**src/slpcg_pkg.sv**
```systemverilog
/*
  Constants, register map and state types for the sleep-mode unit clock
  gating block.
  Assumes a single 250 MHz system clock and an Avalon-MM register port.
*/
// Operation
// - Each implemented enable bit clocks one peripheral when set and stops it when clear.
// - An access aimed at a peripheral whose clock is gated off answers with a bus fault.
// - After reset every bit of the sleep enable register is zero, so all units are unclocked in sleep.
// - Unit enables come from the run register when running, this register in sleep, the deep-sleep register in deep sleep.
// - The sleep and deep-sleep registers apply only while the automatic gating select is set.
// - Bit 25 enables comparator B and bit 24 enables comparator A.
// - Bit 17 enables general-purpose counter B and bit 16 enables counter A.
// - Bit 4 enables the synchronous serial port.
// - Bit 0 enables the asynchronous serial port.

package slpcg_pkg;

  // ****************************************************************
  // Bus widths
  // ****************************************************************
  localparam int ADDR_W = 12;
  localparam int DATA_W = 32;
  localparam int BE_W = 4;
  localparam int N_UNITS = 6;

  // ****************************************************************
  // Register byte addresses
  // ****************************************************************
  localparam logic [ADDR_W-1:0] SLEEP_EN_OFS = 12'h114;
  localparam logic [ADDR_W-1:0] INT_STAT_OFS = 12'h200;
  localparam logic [ADDR_W-1:0] INT_MASK_OFS = 12'h204;
  localparam logic [ADDR_W-1:0] GATE_STAT_OFS = 12'h208;

  // ****************************************************************
  // Sleep enable register layout
  // ****************************************************************
  localparam logic [DATA_W-1:0] SLEEP_EN_RESET = 32'h0000_0000;
  localparam logic [DATA_W-1:0] SLEEP_EN_MASK = 32'h0303_0011;
  localparam int ASYNC_SERIAL_BIT = 0;
  localparam int SYNC_SERIAL_BIT = 4;
  localparam int GP_COUNTER_A_BIT = 16;
  localparam int GP_COUNTER_B_BIT = 17;
  localparam int COMPARATOR_A_BIT = 24;
  localparam int COMPARATOR_B_BIT = 25;
  // Unit index to register bit position
  localparam int UNIT_BIT [N_UNITS] = '{ASYNC_SERIAL_BIT, SYNC_SERIAL_BIT,
    GP_COUNTER_A_BIT, GP_COUNTER_B_BIT, COMPARATOR_A_BIT, COMPARATOR_B_BIT};

  // ****************************************************************
  // Interrupt and gate status layout
  // ****************************************************************
  localparam int EV_W = 2;
  localparam int EV_BUS_FAULT = 0;
  localparam int EV_MODE_CHANGE = 1;
  localparam logic [EV_W-1:0] EV_RESET = 2'h0;
  localparam int GS_EN_LSB = 0;
  localparam int GS_MODE_LSB = 8;
  localparam logic [DATA_W-1:0] RD_ZERO = 32'h0000_0000;
  localparam logic [N_UNITS-1:0] UNITS_OFF = 6'h00;

  // ****************************************************************
  // State types
  // ****************************************************************
  typedef enum logic [1:0] {
    BUS_IDLE = 2'b01,
    BUS_ACK = 2'b10
  } slpcg_bus_t;

  typedef enum logic [2:0] {
    PWR_RUN = 3'b001,
    PWR_SLEEP = 3'b010,
    PWR_DEEP = 3'b100
  } slpcg_pwr_t;

endpackage

```
**src/slpcg_top.sv**
```systemverilog
/*
  Sleep-mode unit clock gating: the sleep enable register, selection of
  the enable source by power state, bus fault check for unclocked units,
  and an event interrupt, all behind an Avalon-MM slave.
  Assumes the run and deep-sleep enable registers and the automatic
  gating select live elsewhere and arrive here as steady inputs.
*/
`timescale 1ns/1ps

module slpcg_top (
  // Clock and reset
  input wire logic clk,
  input wire logic rst,
  // Avalon-MM register slave
  input wire logic [slpcg_pkg::ADDR_W-1:0] address,
  input wire logic read,
  input wire logic write,
  input wire logic [slpcg_pkg::DATA_W-1:0] writedata,
  input wire logic [slpcg_pkg::BE_W-1:0] byteenable,
  output logic [slpcg_pkg::DATA_W-1:0] readdata,
  output logic waitrequest,
  // Power state and neighbouring gating registers
  input wire logic sleepReq,
  input wire logic deepSleepReq,
  input wire logic autoGatingSelect,
  input wire logic [slpcg_pkg::DATA_W-1:0] runUnitClockEnables,
  input wire logic [slpcg_pkg::DATA_W-1:0] deepSleepUnitClockEnables,
  // Per-unit clock enables
  output logic [slpcg_pkg::N_UNITS-1:0] unitClockEn,
  // Peripheral access check
  input wire logic periphAccess,
  input wire logic [slpcg_pkg::N_UNITS-1:0] periphSel,
  output logic periphGrant,
  output logic periphFault,
  // Interrupt
  output logic irq
);
  import slpcg_pkg::*;

  // ****************************************************************
  // Helper functions
  // ****************************************************************

  // Expands byte enables to a bit mask
  function automatic logic [DATA_W-1:0] laneMask(
    input logic [BE_W-1:0] be
  );
    logic [DATA_W-1:0] m;
    m = RD_ZERO;
    for (int i = 0; i < BE_W; i++) begin
      m[i*8 +: 8] = {8{be[i]}};
    end
    return m;
  endfunction

  // Pulls the six unit enables out of a gating register image
  function automatic logic [N_UNITS-1:0] packUnits(
    input logic [DATA_W-1:0] img
  );
    logic [N_UNITS-1:0] u;
    u = UNITS_OFF;
    for (int i = 0; i < N_UNITS; i++) begin
      u[i] = img[UNIT_BIT[i]];
    end
    return u;
  endfunction

  function automatic logic isAddr(
    input logic [ADDR_W-1:0] a,
    input logic [ADDR_W-1:0] ofs
  );
    return a == ofs;
  endfunction

  // ****************************************************************
  // State
  // ****************************************************************
  slpcg_bus_t busSt_q;
  slpcg_bus_t busSt_d;
  logic waitReq_q;
  logic waitReq_d;
  logic [DATA_W-1:0] rdData_q;
  logic [DATA_W-1:0] rdData_d;
  logic [DATA_W-1:0] sleepEn_q;
  logic [DATA_W-1:0] sleepEn_d;
  slpcg_pwr_t pwr_q;
  slpcg_pwr_t pwr_d;
  logic [N_UNITS-1:0] unitEn_q;
  logic [N_UNITS-1:0] unitEn_d;
  logic grant_q;
  logic grant_d;
  logic fault_q;
  logic fault_d;
  logic [EV_W-1:0] intStat_q;
  logic [EV_W-1:0] intStat_d;
  logic [EV_W-1:0] intMask_q;
  logic [EV_W-1:0] intMask_d;
  logic irq_q;
  logic irq_d;

  logic wrTake;
  logic [DATA_W-1:0] beMask;
  logic [DATA_W-1:0] gateStat;
  logic [EV_W-1:0] events;
  logic [EV_W-1:0] clrBits;

  // ****************************************************************
  // Bus slave
  // ****************************************************************

  // Write lands at the edge where waitrequest is seen low
  assign wrTake = (busSt_q == BUS_ACK) && write;
  assign beMask = laneMask(byteenable);

  always_comb begin
    gateStat = RD_ZERO;
    gateStat[GS_EN_LSB +: N_UNITS] = unitEn_q;
    gateStat[GS_MODE_LSB +: $bits(slpcg_pwr_t)] = pwr_q;
  end

  always_comb begin
    busSt_d = busSt_q;
    waitReq_d = 1'b1;
    rdData_d = rdData_q;
    case (busSt_q)
      BUS_IDLE: begin
        if (read || write) begin
          busSt_d = BUS_ACK;
          waitReq_d = 1'b0;
          rdData_d = RD_ZERO;
          if (read) begin
            if (isAddr(address, SLEEP_EN_OFS)) begin
              // Reserved bits are never stored, so they read zero
              rdData_d = sleepEn_q & SLEEP_EN_MASK;
            end else if (isAddr(address, INT_STAT_OFS)) begin
              rdData_d[EV_W-1:0] = intStat_q;
            end else if (isAddr(address, INT_MASK_OFS)) begin
              rdData_d[EV_W-1:0] = intMask_q;
            end else if (isAddr(address, GATE_STAT_OFS)) begin
              rdData_d = gateStat;
            end
          end
        end
      end
      BUS_ACK: begin
        busSt_d = BUS_IDLE;
      end
      default: begin
        busSt_d = BUS_IDLE;
      end
    endcase
  end

  always_ff @(posedge clk) begin
    if (rst) begin
      busSt_q <= BUS_IDLE;
      waitReq_q <= 1'b1;
      rdData_q <= RD_ZERO;
    end else begin
      busSt_q <= busSt_d;
      waitReq_q <= waitReq_d;
      rdData_q <= rdData_d;
    end
  end

  // ****************************************************************
  // Sleep enable register
  // ****************************************************************
  always_comb begin
    sleepEn_d = sleepEn_q;
    if (wrTake && isAddr(address, SLEEP_EN_OFS)) begin
      // Only the six enable bits take a write
      sleepEn_d = ((sleepEn_q & ~beMask) | (writedata & beMask))
        & SLEEP_EN_MASK;
    end
  end

  always_ff @(posedge clk) begin
    if (rst) begin
      sleepEn_q <= SLEEP_EN_RESET;
    end else begin
      sleepEn_q <= sleepEn_d;
    end
  end

  // ****************************************************************
  // Power state and enable source
  // ****************************************************************
  always_comb begin
    pwr_d = PWR_RUN;
    if (autoGatingSelect) begin
      if (deepSleepReq) begin
        pwr_d = PWR_DEEP;
      end else if (sleepReq) begin
        pwr_d = PWR_SLEEP;
      end
    end
  end

  always_comb begin
    case (pwr_d)
      PWR_RUN: begin
        unitEn_d = packUnits(runUnitClockEnables);
      end
      PWR_SLEEP: begin
        unitEn_d = packUnits(sleepEn_q);
      end
      PWR_DEEP: begin
        unitEn_d = packUnits(deepSleepUnitClockEnables);
      end
      default: begin
        unitEn_d = UNITS_OFF;
      end
    endcase
  end

  always_ff @(posedge clk) begin
    if (rst) begin
      pwr_q <= PWR_RUN;
      unitEn_q <= UNITS_OFF;
    end else begin
      pwr_q <= pwr_d;
      unitEn_q <= unitEn_d;
    end
  end

  // ****************************************************************
  // Peripheral access check
  // ****************************************************************

  // Any selected unit that is unclocked turns the access into a fault
  always_comb begin
    fault_d = periphAccess && (|(periphSel & ~unitEn_q));
    grant_d = periphAccess && !fault_d;
  end

  always_ff @(posedge clk) begin
    if (rst) begin
      fault_q <= 1'b0;
      grant_q <= 1'b0;
    end else begin
      fault_q <= fault_d;
      grant_q <= grant_d;
    end
  end

  // ****************************************************************
  // Interrupt
  // ****************************************************************
  always_comb begin
    events = EV_RESET;
    events[EV_BUS_FAULT] = fault_d;
    events[EV_MODE_CHANGE] = (pwr_d != pwr_q);
    clrBits = EV_RESET;
    if (wrTake && isAddr(address, INT_STAT_OFS) && byteenable[0]) begin
      clrBits = writedata[EV_W-1:0];
    end
    // A new event beats a clear in the same cycle
    intStat_d = (intStat_q & ~clrBits) | events;
    intMask_d = intMask_q;
    if (wrTake && isAddr(address, INT_MASK_OFS) && byteenable[0]) begin
      intMask_d = writedata[EV_W-1:0];
    end
    irq_d = |(intStat_d & intMask_d);
  end

  always_ff @(posedge clk) begin
    if (rst) begin
      intStat_q <= EV_RESET;
      intMask_q <= EV_RESET;
      irq_q <= 1'b0;
    end else begin
      intStat_q <= intStat_d;
      intMask_q <= intMask_d;
      irq_q <= irq_d;
    end
  end

  // ****************************************************************
  // Outputs
  // ****************************************************************
  assign readdata = rdData_q;
  assign waitrequest = waitReq_q;
  assign unitClockEn = unitEn_q;
  assign periphGrant = grant_q;
  assign periphFault = fault_q;
  assign irq = irq_q;

endmodule

```
**config.mk**
```make
export PLATFORM = sky130hd
export DESIGN_NAME = slpcg_top
export DESIGN_NICKNAME = d
export VERILOG_FILES = /design/src/slpcg_pkg.sv /design/src/slpcg_top.sv
export SDC_FILE = /design/constraint.sdc
export NUM_CORES = 1
export LEC_CHECK = 0
export ABC_AREA = 1
export BUFFER_PORTS_ARGS = -buffer_cell sky130_fd_sc_hd__buf_4
export CORE_MARGIN = 2
export CORE_UTILIZATION = 38
export DETAILED_ROUTE_END_ITERATION = 10
export PLACE_DENSITY = 0.8
export SLEW_MARGIN = 20
export SYNTH_ARGS = -nofsm -noshare
export SYNTH_HDL_FRONTEND = slang
export SYNTH_SLANG_ARGS = --single-unit
```
**constraint.sdc**
```tcl
create_clock -name clk -period 1.5 [get_ports clk]
set_input_delay 0.15 -clock clk [delete_from_list [all_inputs] [get_ports clk]]
set_output_delay 0.15 -clock clk [all_outputs]
set_load 0.03 [all_outputs]
```
# --- After elaboration in Yosys (flattened, before gate mapping) ---
# Cells that the tools add are included.
totals:
  reg_bits: 57
  elab_cells: 60
op_classes:
  n_eq_ne: 10
  mux: 14
  n_bitwise: 11
  reduce_logical: 14
ops:
  columns: ["cell", "n"]
  rows:
  - ["$mux W32", 2]
  - ["$and A26 B26 Y26", 2]
  - ["$eq A12 B10 Y1 const B", 3]
  - ["$mux W30", 1]
  - ["$not A26 Y26", 1]
  - ["$or A26 B26 Y26", 1]
  - ["$pmux W6 S3", 1]
  - ["$eq A12 B9 Y1 const B", 1]
  - ["$mux W11", 1]
  - ["$mux W2", 5]
  - ["$mux W9", 1]
  - ["$logic_and A1 B1 Y1", 8]
  - ["$and A6 B6 Y6", 1]
  - ["$mux W3", 2]
  - ["$not A6 Y6", 1]
  - ["$reduce_or A6 Y1", 1]
  - ["$and A2 B2 Y2", 2]
  - ["$reduce_or A2 Y1", 2]
  - ["$eq A3 B1 Y1 const B", 1]
  - ["$eq A3 B2 Y1 const B", 1]
  - ["$eq A3 B3 Y1 const B", 1]
  - ["$ne A3 B3 Y1", 1]
  - ["$eq A2 B1 Y1 const B", 1]
  - ["$eq A2 B2 Y1 const B", 1]
  - ["other kinds (7)", 7]

# --- Longest topological paths before layout ---
# Gate-level depths: netlist of the first run.
depth:
  ltp_word: 10
  depth_mapped: 11
  depth_no_buf: 11

# --- Least setup slack after synthesis of the first run ---
# OpenSTA, ideal clock, no wires.
synth_path:
  path_kind: "reg2reg"
  from: "register unitEn_q[0] (netlist: unitClockEn[0])"
  to: "register irq_q (netlist: irq)"
  setup_time_ns: 0.112
  arrival_ns: 1.033
  t_required_ns: 1.388
  slack_ns: 0.355
  stages_incl_launch_ff: 8
  path_buffers: 0
  synth_period_minus_slack_ns: 1.145
  cell_sequence: "dfxtp_1 -> o22ai_1 -> a21oi_1 -> nand2_1 -> nand2_1 -> nand2_1 -> nand2_1 -> nand2_1"
synth_via:
  elab_chain_len: 7
synth_rtl:
  columns: ["item", "line_no", "source"]
  rows:
  - ["start, declared", "slpcg_top.sv:88", "logic [N_UNITS-1:0] unitEn_q;"]
  - ["start signal, assigned", "slpcg_top.sv:223", "unitEn_q <= unitEn_d;"]
  - ["$not A6 Y6", "slpcg_top.sv:233", "fault_d = periphAccess && (|(periphSel & ~unitEn_q));"]
  - ["$and A6 B6 Y6", "slpcg_top.sv:233", null]
  - ["$reduce_or A6 Y1", "slpcg_top.sv:233", null]
  - ["$logic_and A1 B1 Y1", "slpcg_top.sv:233", null]
  - ["$or A2 B2 Y2", "slpcg_top.sv:259", "intStat_d = (intStat_q & ~clrBits) | events;"]
  - ["$and A2 B2 Y2", "slpcg_top.sv:264", "irq_d = |(intStat_d & intMask_d);"]
  - ["$reduce_or A2 Y1", "slpcg_top.sv:264", null]
  - ["end signal, assigned", "slpcg_top.sv:275", "irq_q <= irq_d;"]
  - ["end, declared", "slpcg_top.sv:98", "logic irq_q;"]
# Every way passes these cells.
# A chain may end at the register's enable or synchronous reset.

# --- Worst setup path after layout of the first run ---
layout_path:
  from: "register busSt_q[1]"
  to: "register intMask_q[0]"
layout_via:
  elab_chain_len: 5
layout_rtl:
  columns: ["item", "line_no", "source"]
  rows:
  - ["start, declared", "slpcg_top.sv:78", "slpcg_bus_t busSt_q;"]
  - ["start signal, assigned", "slpcg_top.sv:160", "busSt_q <= busSt_d;"]
  - ["$eq A2 B2 Y1", "slpcg_top.sv:112", "assign wrTake = (busSt_q == BUS_ACK) && write;"]
  - ["$logic_and A1 B1 Y1", "slpcg_top.sv:112", null]
  - ["$logic_and A1 B1 Y1 (2 in a row)", "slpcg_top.sv:261", "if (wrTake && isAddr(address, INT_MASK_OFS) && byteenable[0]) begin"]
  - ["$mux W2", "slpcg_top.sv:261", null]
  - ["end signal, assigned", "slpcg_top.sv:274", "intMask_q <= intMask_d;"]
  - ["end, declared", "slpcg_top.sv:96", "logic [EV_W-1:0] intMask_q;"]
# Every way passes these cells.

==> reports/results.txt, run 1 <==
Worst reg2reg setup slack: 0.17 ns
Crit-path max cell delay: 0.32 ns
Ranking of synthesized cells by area: dfxtp_1, nand2_1, inv_1
Post-cts sizing count: 0
CP arrival: 1.57 ns
Synth-to-layout area growth: 31.72%
Endpoint class of the critical path: flop
Core Region: 5042 sq um
Internal power: 1556 uW
Total I/O pin count: 168
Yosys top cell by area: dfxtp_1
Post-synth top area share: 38.80%
Critical Path RT: 1.74 ns
Largest net degree at the start of global routing: 15
Synth warn: 0
IO Port Bufs: 70
Hold WS: 0.07026 ns
Worst slack, placed: 0.1828 ns
Crit-path max FO: 5
Share of layout cells above drive strength 1: 30.00%
Starting DRT DRC Count: 100
CP Launch Point: busSt_q[1]
Comb pwr share: 17.9%
Detailed-route via count: 1811
Final Hold Fails: 0
Sw Share: 28.27%
CTS Buffer Depth: 2
Number of diodes: 0
Fillers: 502
Worst vdd ir: 0.5363 mV
RSZ-0062 raised after global routing: no
Antenna violations before repair: 0
Max layer used: met4
Die span in x: 75.83 microns
Reg clk slew, reported paths: 0.07 ns
WL/cell: 10.77 microns
FF/Latch Area: 760.7 sq um
Sink Count: 38
Type of the worst setup path: flop to flop
Clk_lat worst skew: 0.29 ns
WL met1: 1.877 mm
H-tree depth: 2
Flop pwr share: 48.7%
Die ar.: 5750 sq um
Leak: 0.001297 uW
Post-route ant nets: 0
Final slew viol count: 0
Met2 wire length: 2.253 mm
First-pass GRT wire length: 7.134 mm
Total track usage: 16.52%
Cell area after synthesis: 1961 sq um
Initial Util: 38.88%
Vias in the first global route: 1611
Hold WC Path Type: input port to flop
CP startpoint kind: flop
Netlist cell types: 30
Fmax: 751.8 MHz
Most frequent cells in the layout: buf_4, nand2_1, inv_1, dfxtp_1, nor2_1
Nets: 475
Power Density: 839.9 nW/um^2
TritonCTS clock tree: built
Residual DRC: 0
Period utilisation layout: 88.67%
Root buffer cell: clkbuf_8
Slowest-stage cell, CP: dfxtp_1
Area of the multi-input gates: 952.2 sq um
Via density: 4.312
CTS Buf Count: 5
Final clock skew: 0.004429 ns
First-pass DRT Iterations: 4
Post-route setup TNS: 0 ns
Synth Instances: 276
Max_cap viols: 0
Met3 WL: 338 microns
Psw: 613.1 uW
Min cycle time layout: 1.330 ns
CTS Hold Bufs: 0
Critical Path Sink: intMask_q[0]
Postcts setup bufs: 0
Reg2reg start: busSt_q[1]
GPL Wtd Cong: 0.8741
Most common library cell in the layout ignoring fill and taps: buf_4
Status: completed
Cell Chain, Critical Path: inv_1, nor2_1, nand3_1, nand3b_4, o21ai_1, and2_1
Worst reg2reg path endpoint: intMask_q[0]
R2R depth: 6
Seq cells post-synth: 38
Syn_area_per_cell: 7.104 sq um
Sequential area share after synthesis: 38.80%
HPWL after detailed placement: 3.630 mm
Gr ovfl total: 0
PnR worst setup slack: 0.1699 ns
Die Y: 75.83 microns
Cell row count: 26
Routed WL: 4.525 mm
# setup viols final: 0
Clock Power Share: 33.4%
## metal layers
| layer | track usage (%) | vias to the layer above |
|---|---|---|
| met5 | 0 | - |
| met2 | 26.34 | 56 |
| li1 | - | 951 |
| met4 | 4.873 | 0 |
| met1 | 20.63 | 798 |
| met3 | 6.481 | 6 |
## final cells by class
type / count / share of cell area [%]
tap: 70 / 3.391
clock inverter: 1 / 0.1938
sequential: 38 / 29.46
clock buffer: 7 / 3.343
inverter: 42 / 6.105
timing repair buffer: 71 / 20.64
multi-input combinational: 191 / 36.87
## power groups by stage
stage | registers, uW | clock network (uW) | logic (uW)
final | 1060 | 724 | 389
after floorplan | 1110 | 0 | 238
after CTS | 1060 | 726 | 390
after detailed placement | 1080 | 0 | 390
after global routing | 1060 | 792 | 428
after global placement | 1080 | 0 | 382
## worst max-delay path: cells and delay by family (launching register included)
kind            cells  cell delay [ns]
buf+inv             1             0.05
flops               1             0.32
compound gates      1             0.22
simple gates        4             0.70
## cell usage after synthesis
master,n
clkbuf_1,3
o21ai_0,2
nor2_8,1
buf_4,19
buf_1,1
o22ai_1,2
nor3_2,1
nor2_1,28
a32oi_1,1
nand2_1,70
dfxtp_1,38
nor2_4,4
and2_1,1
a221oi_1,1
nor3_1,5
nand3b_4,1
xnor2_1,2
o21ai_1,9
inv_2,3
nand2_2,8
inv_1,39
or2_1,1
nand2_4,1
nand3_1,5
xor2_1,1
conb_1,1
nand3_4,2
o211ai_1,4
a21oi_1,16
nor2_2,6
## logic make-up after synthesis
family,share of synthesized area (%)
DFF,38.80
buffers and inverters,16.08
other,0.1913
xor gates and xnor gates,1.340
and+or+nand+nor,33.63
AOI/OAI and AO/OA,9.955
## through the flow
stage	util (%)	std cells	instance area, sq um	power (uW)
5_1_grt	51.22	420	2582	2279
3_3_place_gp	49.40	412	2491	1461
6_report	51.22	420	2582	2169
4_1_cts	51.22	420	2582	2172
3_5_place_dp	49.40	412	2491	1469
2_1_floorplan	-	294	2028	1343
## worst min-delay path by stage
stage                                 to  cells after the start                    startpoint  slack, ns
after CTS                 unitClockEn[1]                      3  deepSleepUnitClockEnables[4]       0.07
after global placement    unitClockEn[1]                      3  deepSleepUnitClockEnables[4]       0.36
after global routing      unitClockEn[1]                      3  deepSleepUnitClockEnables[4]       0.08
after detailed placement  unitClockEn[1]                      3  deepSleepUnitClockEnables[4]       0.37
after floorplan           unitClockEn[1]                      2  deepSleepUnitClockEnables[4]       0.26
final                     unitClockEn[1]                      3  deepSleepUnitClockEnables[4]       0.07
No activity file was read; power rests on OpenSTA's default activity.
==> run 2: changes to the inputs <==
- ABC_AREA: 1 -> default
- CORE_UTILIZATION: 38 -> 40
- PLACE_DENSITY: 0.8 -> 0.85
- clock period: 1.5 -> 1.7 ns (I/O delays scaled with it)
==> reports/results.txt, run 2 <==
Status: completed
TritonCTS clock tree: built
Die Y: 71.93 microns
Period utilisation layout: 91.54%
Total I/O pin count: 168
Core Region: 4414 sq um
Crit-path max FO: 7
Postcts setup bufs: 0
Max_cap viols: 0
Gr ovfl total: 0
Total track usage: 18.39%
CTS Buffer Depth: 2
CTS Hold Bufs: 0
GPL Wtd Cong: 0.8849
Worst vdd ir: 0.4689 mV
Vias in the first global route: 1620
Min cycle time layout: 1.556 ns
Seq cells post-synth: 38
Sequential area share after synthesis: 41.22%
CP startpoint kind: input port
Final Hold Fails: 0
Synth Instances: 219
Netlist cell types: 47
Top FF cell, synth: dfxtp_1
Root buffer cell: clkbuf_8
Final clock skew: 0.005902 ns
Type of the worst setup path: input port to flop
Largest net degree at the start of global routing: 37
# setup viols final: 0
Die span in x: 71.93 microns
Post-layout util: 56.32%
Detailed-route via count: 1729
Antenna violations before repair: 0
WL/cell: 12.91 microns
Post-route ant nets: 0
Sink Count: 38
RSZ-0062 raised after global routing: no
Fmax: 642.6 MHz
Die ar.: 5173 sq um
Share of layout cells above drive strength 1: 31.76%
CTS Buf Count: 5
Starting DRT DRC Count: 111
Critical Path RT: 1.92 ns
Commonest cells in the synthesized netlist: dfxtp_1, nor2_1, buf_4
CP arrival: 1.78 ns
Worst slack, placed: -0.1486 ns
Syn_area_per_cell: 8.427 sq um
Residual DRC: 0
Hold WC Path Type: input port to flop
Most common library cell in the layout ignoring fill and taps: buf_4
Cell row count: 24
Routed WL: 4.494 mm
Yosys top cell by area: dfxtp_1
Async set-reset flop share out of synthesis: 0%
Initial Util: 41.81%
PnR worst setup slack: 0.1439 ns
HPWL after detailed placement: 3.508 mm
Leak: 0.001149 uW
IO Port Bufs: 70
Synth-to-layout area growth: 34.71%
Hold WS: 0.1110 ns
Cell area after synthesis: 1846 sq um
Ranking of synthesized cells by area: dfxtp_1, buf_4, nor2_1
Most numerous cell in the Yosys netlist: dfxtp_1
Fillers: 408
Cells after DPL: 340
Nets: 421
Via density: 4.968
Endpoint class of the critical path: flop
Synth warn: 0
Non-Filler Instances: 348
H-tree depth: 2
First-pass DRT Iterations: 4
Number of diodes: 0
Post-synth top area share: 41.22%
First-pass GRT wire length: 7.300 mm
Final slew viol count: 0
Reg clk slew, reported paths: 0.07 ns
Clk_lat worst skew: 0.29 ns
Most frequent cells in the layout: buf_4, dfxtp_1, nor2_1, conb_1, nand2_1
Power Density: 766.4 nW/um^2
EDFF count, synth: 0
Post-cts sizing count: 0
run 2: cell count changes after synthesis, sizes merged, moves of 5 or more:
cell | before | now
nor2 | 39 | 34
nor4 | 0 | 6
mux2i | 0 | 7
nor2b | 0 | 6
a22oi | 0 | 11
a21oi | 16 | 4
inv | 42 | 14
nand2 | 79 | 15
run 2: path summary, 6_finish.rpt:
check | from | slack (ns) | cells after the start | endpoint
worst min-delay path | writedata[25] | 0.11 | 3 | flop
worst max register to register | pwr_q[1] | 0.23 | 4 | irq
worst max-delay path | address[7] | 0.14 | 7 | readdata[4]
worst min register to register | flop | 0.46 | 2 | flop
run 2: layout make-up:
| cell class | instances | area, sq um | share of cell area (%) |
|---|---|---|---|
| Clock buffer | 7 | 86.33 | 3.473 |
| Clock inverter | 1 | 5.005 | 0.2013 |
| Inverter | 14 | 52.55 | 2.114 |
| Multi-Input combinational cell | 157 | 923.4 | 37.14 |
| Sequential cell | 38 | 760.7 | 30.60 |
| Tap cell | 52 | 65.06 | 2.617 |
| Timing Repair Buffer | 79 | 593.1 | 23.86 |
run 2: critical path: stages:
cell     delay (ns)
buf_4          0.11
or4_4          0.56
nor4_4         0.29
buf_4          0.19
and2b_1        0.24
nand2_1        0.09
a21oi_2        0.13
run 2: cells by family after synthesis:
logic type	after synthesis	share of synthesized area, %
and+or+nand+nor	90	27.19
buffers and inverters	42	12.41
AOI/OAI and AO/OA	41	15.19
DFF	38	41.22
muxes	7	3.797
other	1	0.2032
run 2: per-stage QoR:
| step | total power (uW) | TNS (ns) | cell area, sq um |
|---|---|---|---|
| after floorplan | 1179 | 0 | 1913 |
| after global placement | 1295 | -1.615 | 2395 |
| after detailed placement | 1303 | -1.686 | 2395 |
| after CTS | 1924 | 0 | 2486 |
| after global routing | 1992 | 0 | 2486 |
| final | 1905 | 0 | 2486 |
run 2: power by group:
group / internal, uW / switching [uW]
registers: 917 / 19.0
clock network: 327 / 296
logic: 146 / 201
run 2: layer usage:
| layer | global-route usage (%) | share of wire (%) | vias to the layer above |
|---|---|---|---|
| li1 | - | - | 870 |
| met1 | 21.29 | 43 | 795 |
| met2 | 31.28 | 49 | 58 |
| met3 | 6.528 | 6.8 | 6 |
| met4 | 6.918 | 1.4 | 0 |
| met5 | 0 | 0 | - |
==> run 3: changes to the inputs <==
- CELL_PAD_IN_SITES_DETAIL_PLACEMENT: default -> 0
- CELL_PAD_IN_SITES_GLOBAL_PLACEMENT: default -> 2
- CORE_UTILIZATION: 40 -> 19
- CTS_BUF_LIST: default -> sky130_fd_sc_hd__clkbuf_8 sky130_fd_sc_hd__clkbuf_16
- PLACE_DENSITY: 0.85 -> 0.92
==> reports/results.txt, run 3 (synthesized netlist as in run 2, its figures left out) <==
First-pass DRT Iterations: 4
Hold Crit Start: writedata[25]
Type of the worst setup path: input port to flop
Endpoint class of the critical path: flop
Post-route setup TNS: 0 ns
Global route hottest layer: met2
Final Hold Fails: 0
Routed WL: 5.469 mm
Via density: 4.081
Leak: 0.001173 uW
CTS Hold Bufs: 0
Max_cap viols: 0
Fmax: 644.6 MHz
WL/cell: 12.72 microns
Reg2reg start: pwr_q[1]
Most frequent cells in the layout: buf_4, dfxtp_1, nor2_1, conb_1, nand2_1
Largest net degree at the start of global routing: 37
Synth-to-layout area growth: 42.17%
CP arrival: 1.79 ns
Worst reg2reg path endpoint: irq
CTS Buf Count: 5
Critical Path RT: 1.93 ns
Total I/O pin count: 168
Vias in the first global route: 1650
Die span in x: 102.6 microns
RSZ-0062 raised after global routing: no
Worst reg2reg setup slack: 0.22 ns
Min cycle time layout: 1.551 ns
Core Region: 9328 sq um
Hold WC Path Type: input port to flop
Antenna violations before repair: 0
First-pass GRT wire length: 8.224 mm
Nets: 426
Post-route ant nets: 0
H-tree depth: 2
Initial Util: 19.79%
IO Port Bufs: 70
Residual DRC: 0
Most common library cell in the layout ignoring fill and taps: buf_4
GPL Wtd Cong: 0.7876
Postcts setup bufs: 0
# setup viols final: 0
Crit-path max FO: 7
TritonCTS clock tree: built
Met1 Usage GRT: 13.18%
Reg clk slew, reported paths: 0.08 ns
Cell row count: 35
Starting DRT DRC Count: 74
Total track usage: 10.41%
Power Density: 739.6 nW/um^2
Number of diodes: 0
Gr ovfl total: 0
Die ar.: 10520 sq um
Detailed-route via count: 1755
Total power: 1941 uW
CP startpoint kind: input port
Post-cts sizing count: 0
Status: completed
Hold Crit Depth: 3
Period utilisation layout: 91.26%
M3 GR Usage: 2.847%
Sink Count: 38
Final clock skew: 0.008763 ns
CTS Buffer Depth: 2
Die Y: 102.6 microns
Final slew viol count: 0
Met2 Usage GRT: 16.89%
R2R depth: 4
Worst vdd ir: 0.2343 mV
Clk_lat worst skew: 0.29 ns
Root buffer cell: clkbuf_8
HPWL after detailed placement: 4.345 mm
Share of layout cells above drive strength 1: 33.22%
-- run 3: changes by cell type in the layout (fill, tap and decap cells not counted), sizes merged --
cell | before | now
buf | 79 | 84
clkbuf | 7 | 6
clkinvlp | 0 | 1
-- run 3: area by class of cell --
type / count / area, sq um
flip-flops and latches: 38 / 760.7
clock buffers: 6 / 82.58
fillers: 1033 / 6704
multi-input cells: 157 / 923.4
repair buffers: 84 / 630.6
inverters: 14 / 52.55
clock inverters: 2 / 12.51
well taps: 129 / 161.4
-- run 3: metrics by stage --
step / instance area [sq um] / hold WS, ns / worst slack [ns] / utilization (%) / cells
floorplan: 1913 / 0.3139 / 0.02158 / - / 237
global placement: 2529 / 0.4084 / -0.1694 / 27.11 / 422
detailed placement: 2529 / 0.4130 / -0.1688 / 27.11 / 422
CTS: 2624 / 0.1016 / 0.1347 / 28.13 / 430
global route: 2624 / 0.09294 / 0.07170 / 28.13 / 430
finish: 2624 / 0.1006 / 0.1486 / 28.13 / 430
-- run 3: report_power, final --
part	total (uW)	internal [uW]	switching (uW)	leakage (uW)
clock network	644	326	318	0.0000472
logic	360	150	210	0.000816
registers	937	916	20.7	0.000310
total	1940	1390	548	0.00117
-- run 3: metal layers --
layer,routed length [microns],vias up
li1,-,880
met1,2492,809
met2,2483,60
met3,403,6
met4,89,0
met5,0,-
-- run 3: worst max path at each step --
stage                           from          end  slack [ns]  cells after the start
after global routing      address[7]  readdata[2]        0.07                      7
final                     address[7]  readdata[4]        0.15                      7
after floorplan           address[7]  readdata[4]        0.02                      5
after global placement    address[7]  readdata[4]       -0.17                      7
after CTS                 address[7]  readdata[4]        0.13                      7
after detailed placement  address[7]  readdata[4]       -0.17                      7
-- run 3: critical path, stage by stage --
cell	delay (ns)
buf_4	0.11
or4_4	0.57
or2_4	0.27
nor4_4	0.26
buf_4	0.21
a22oi_2	0.09
a21oi_2	0.11
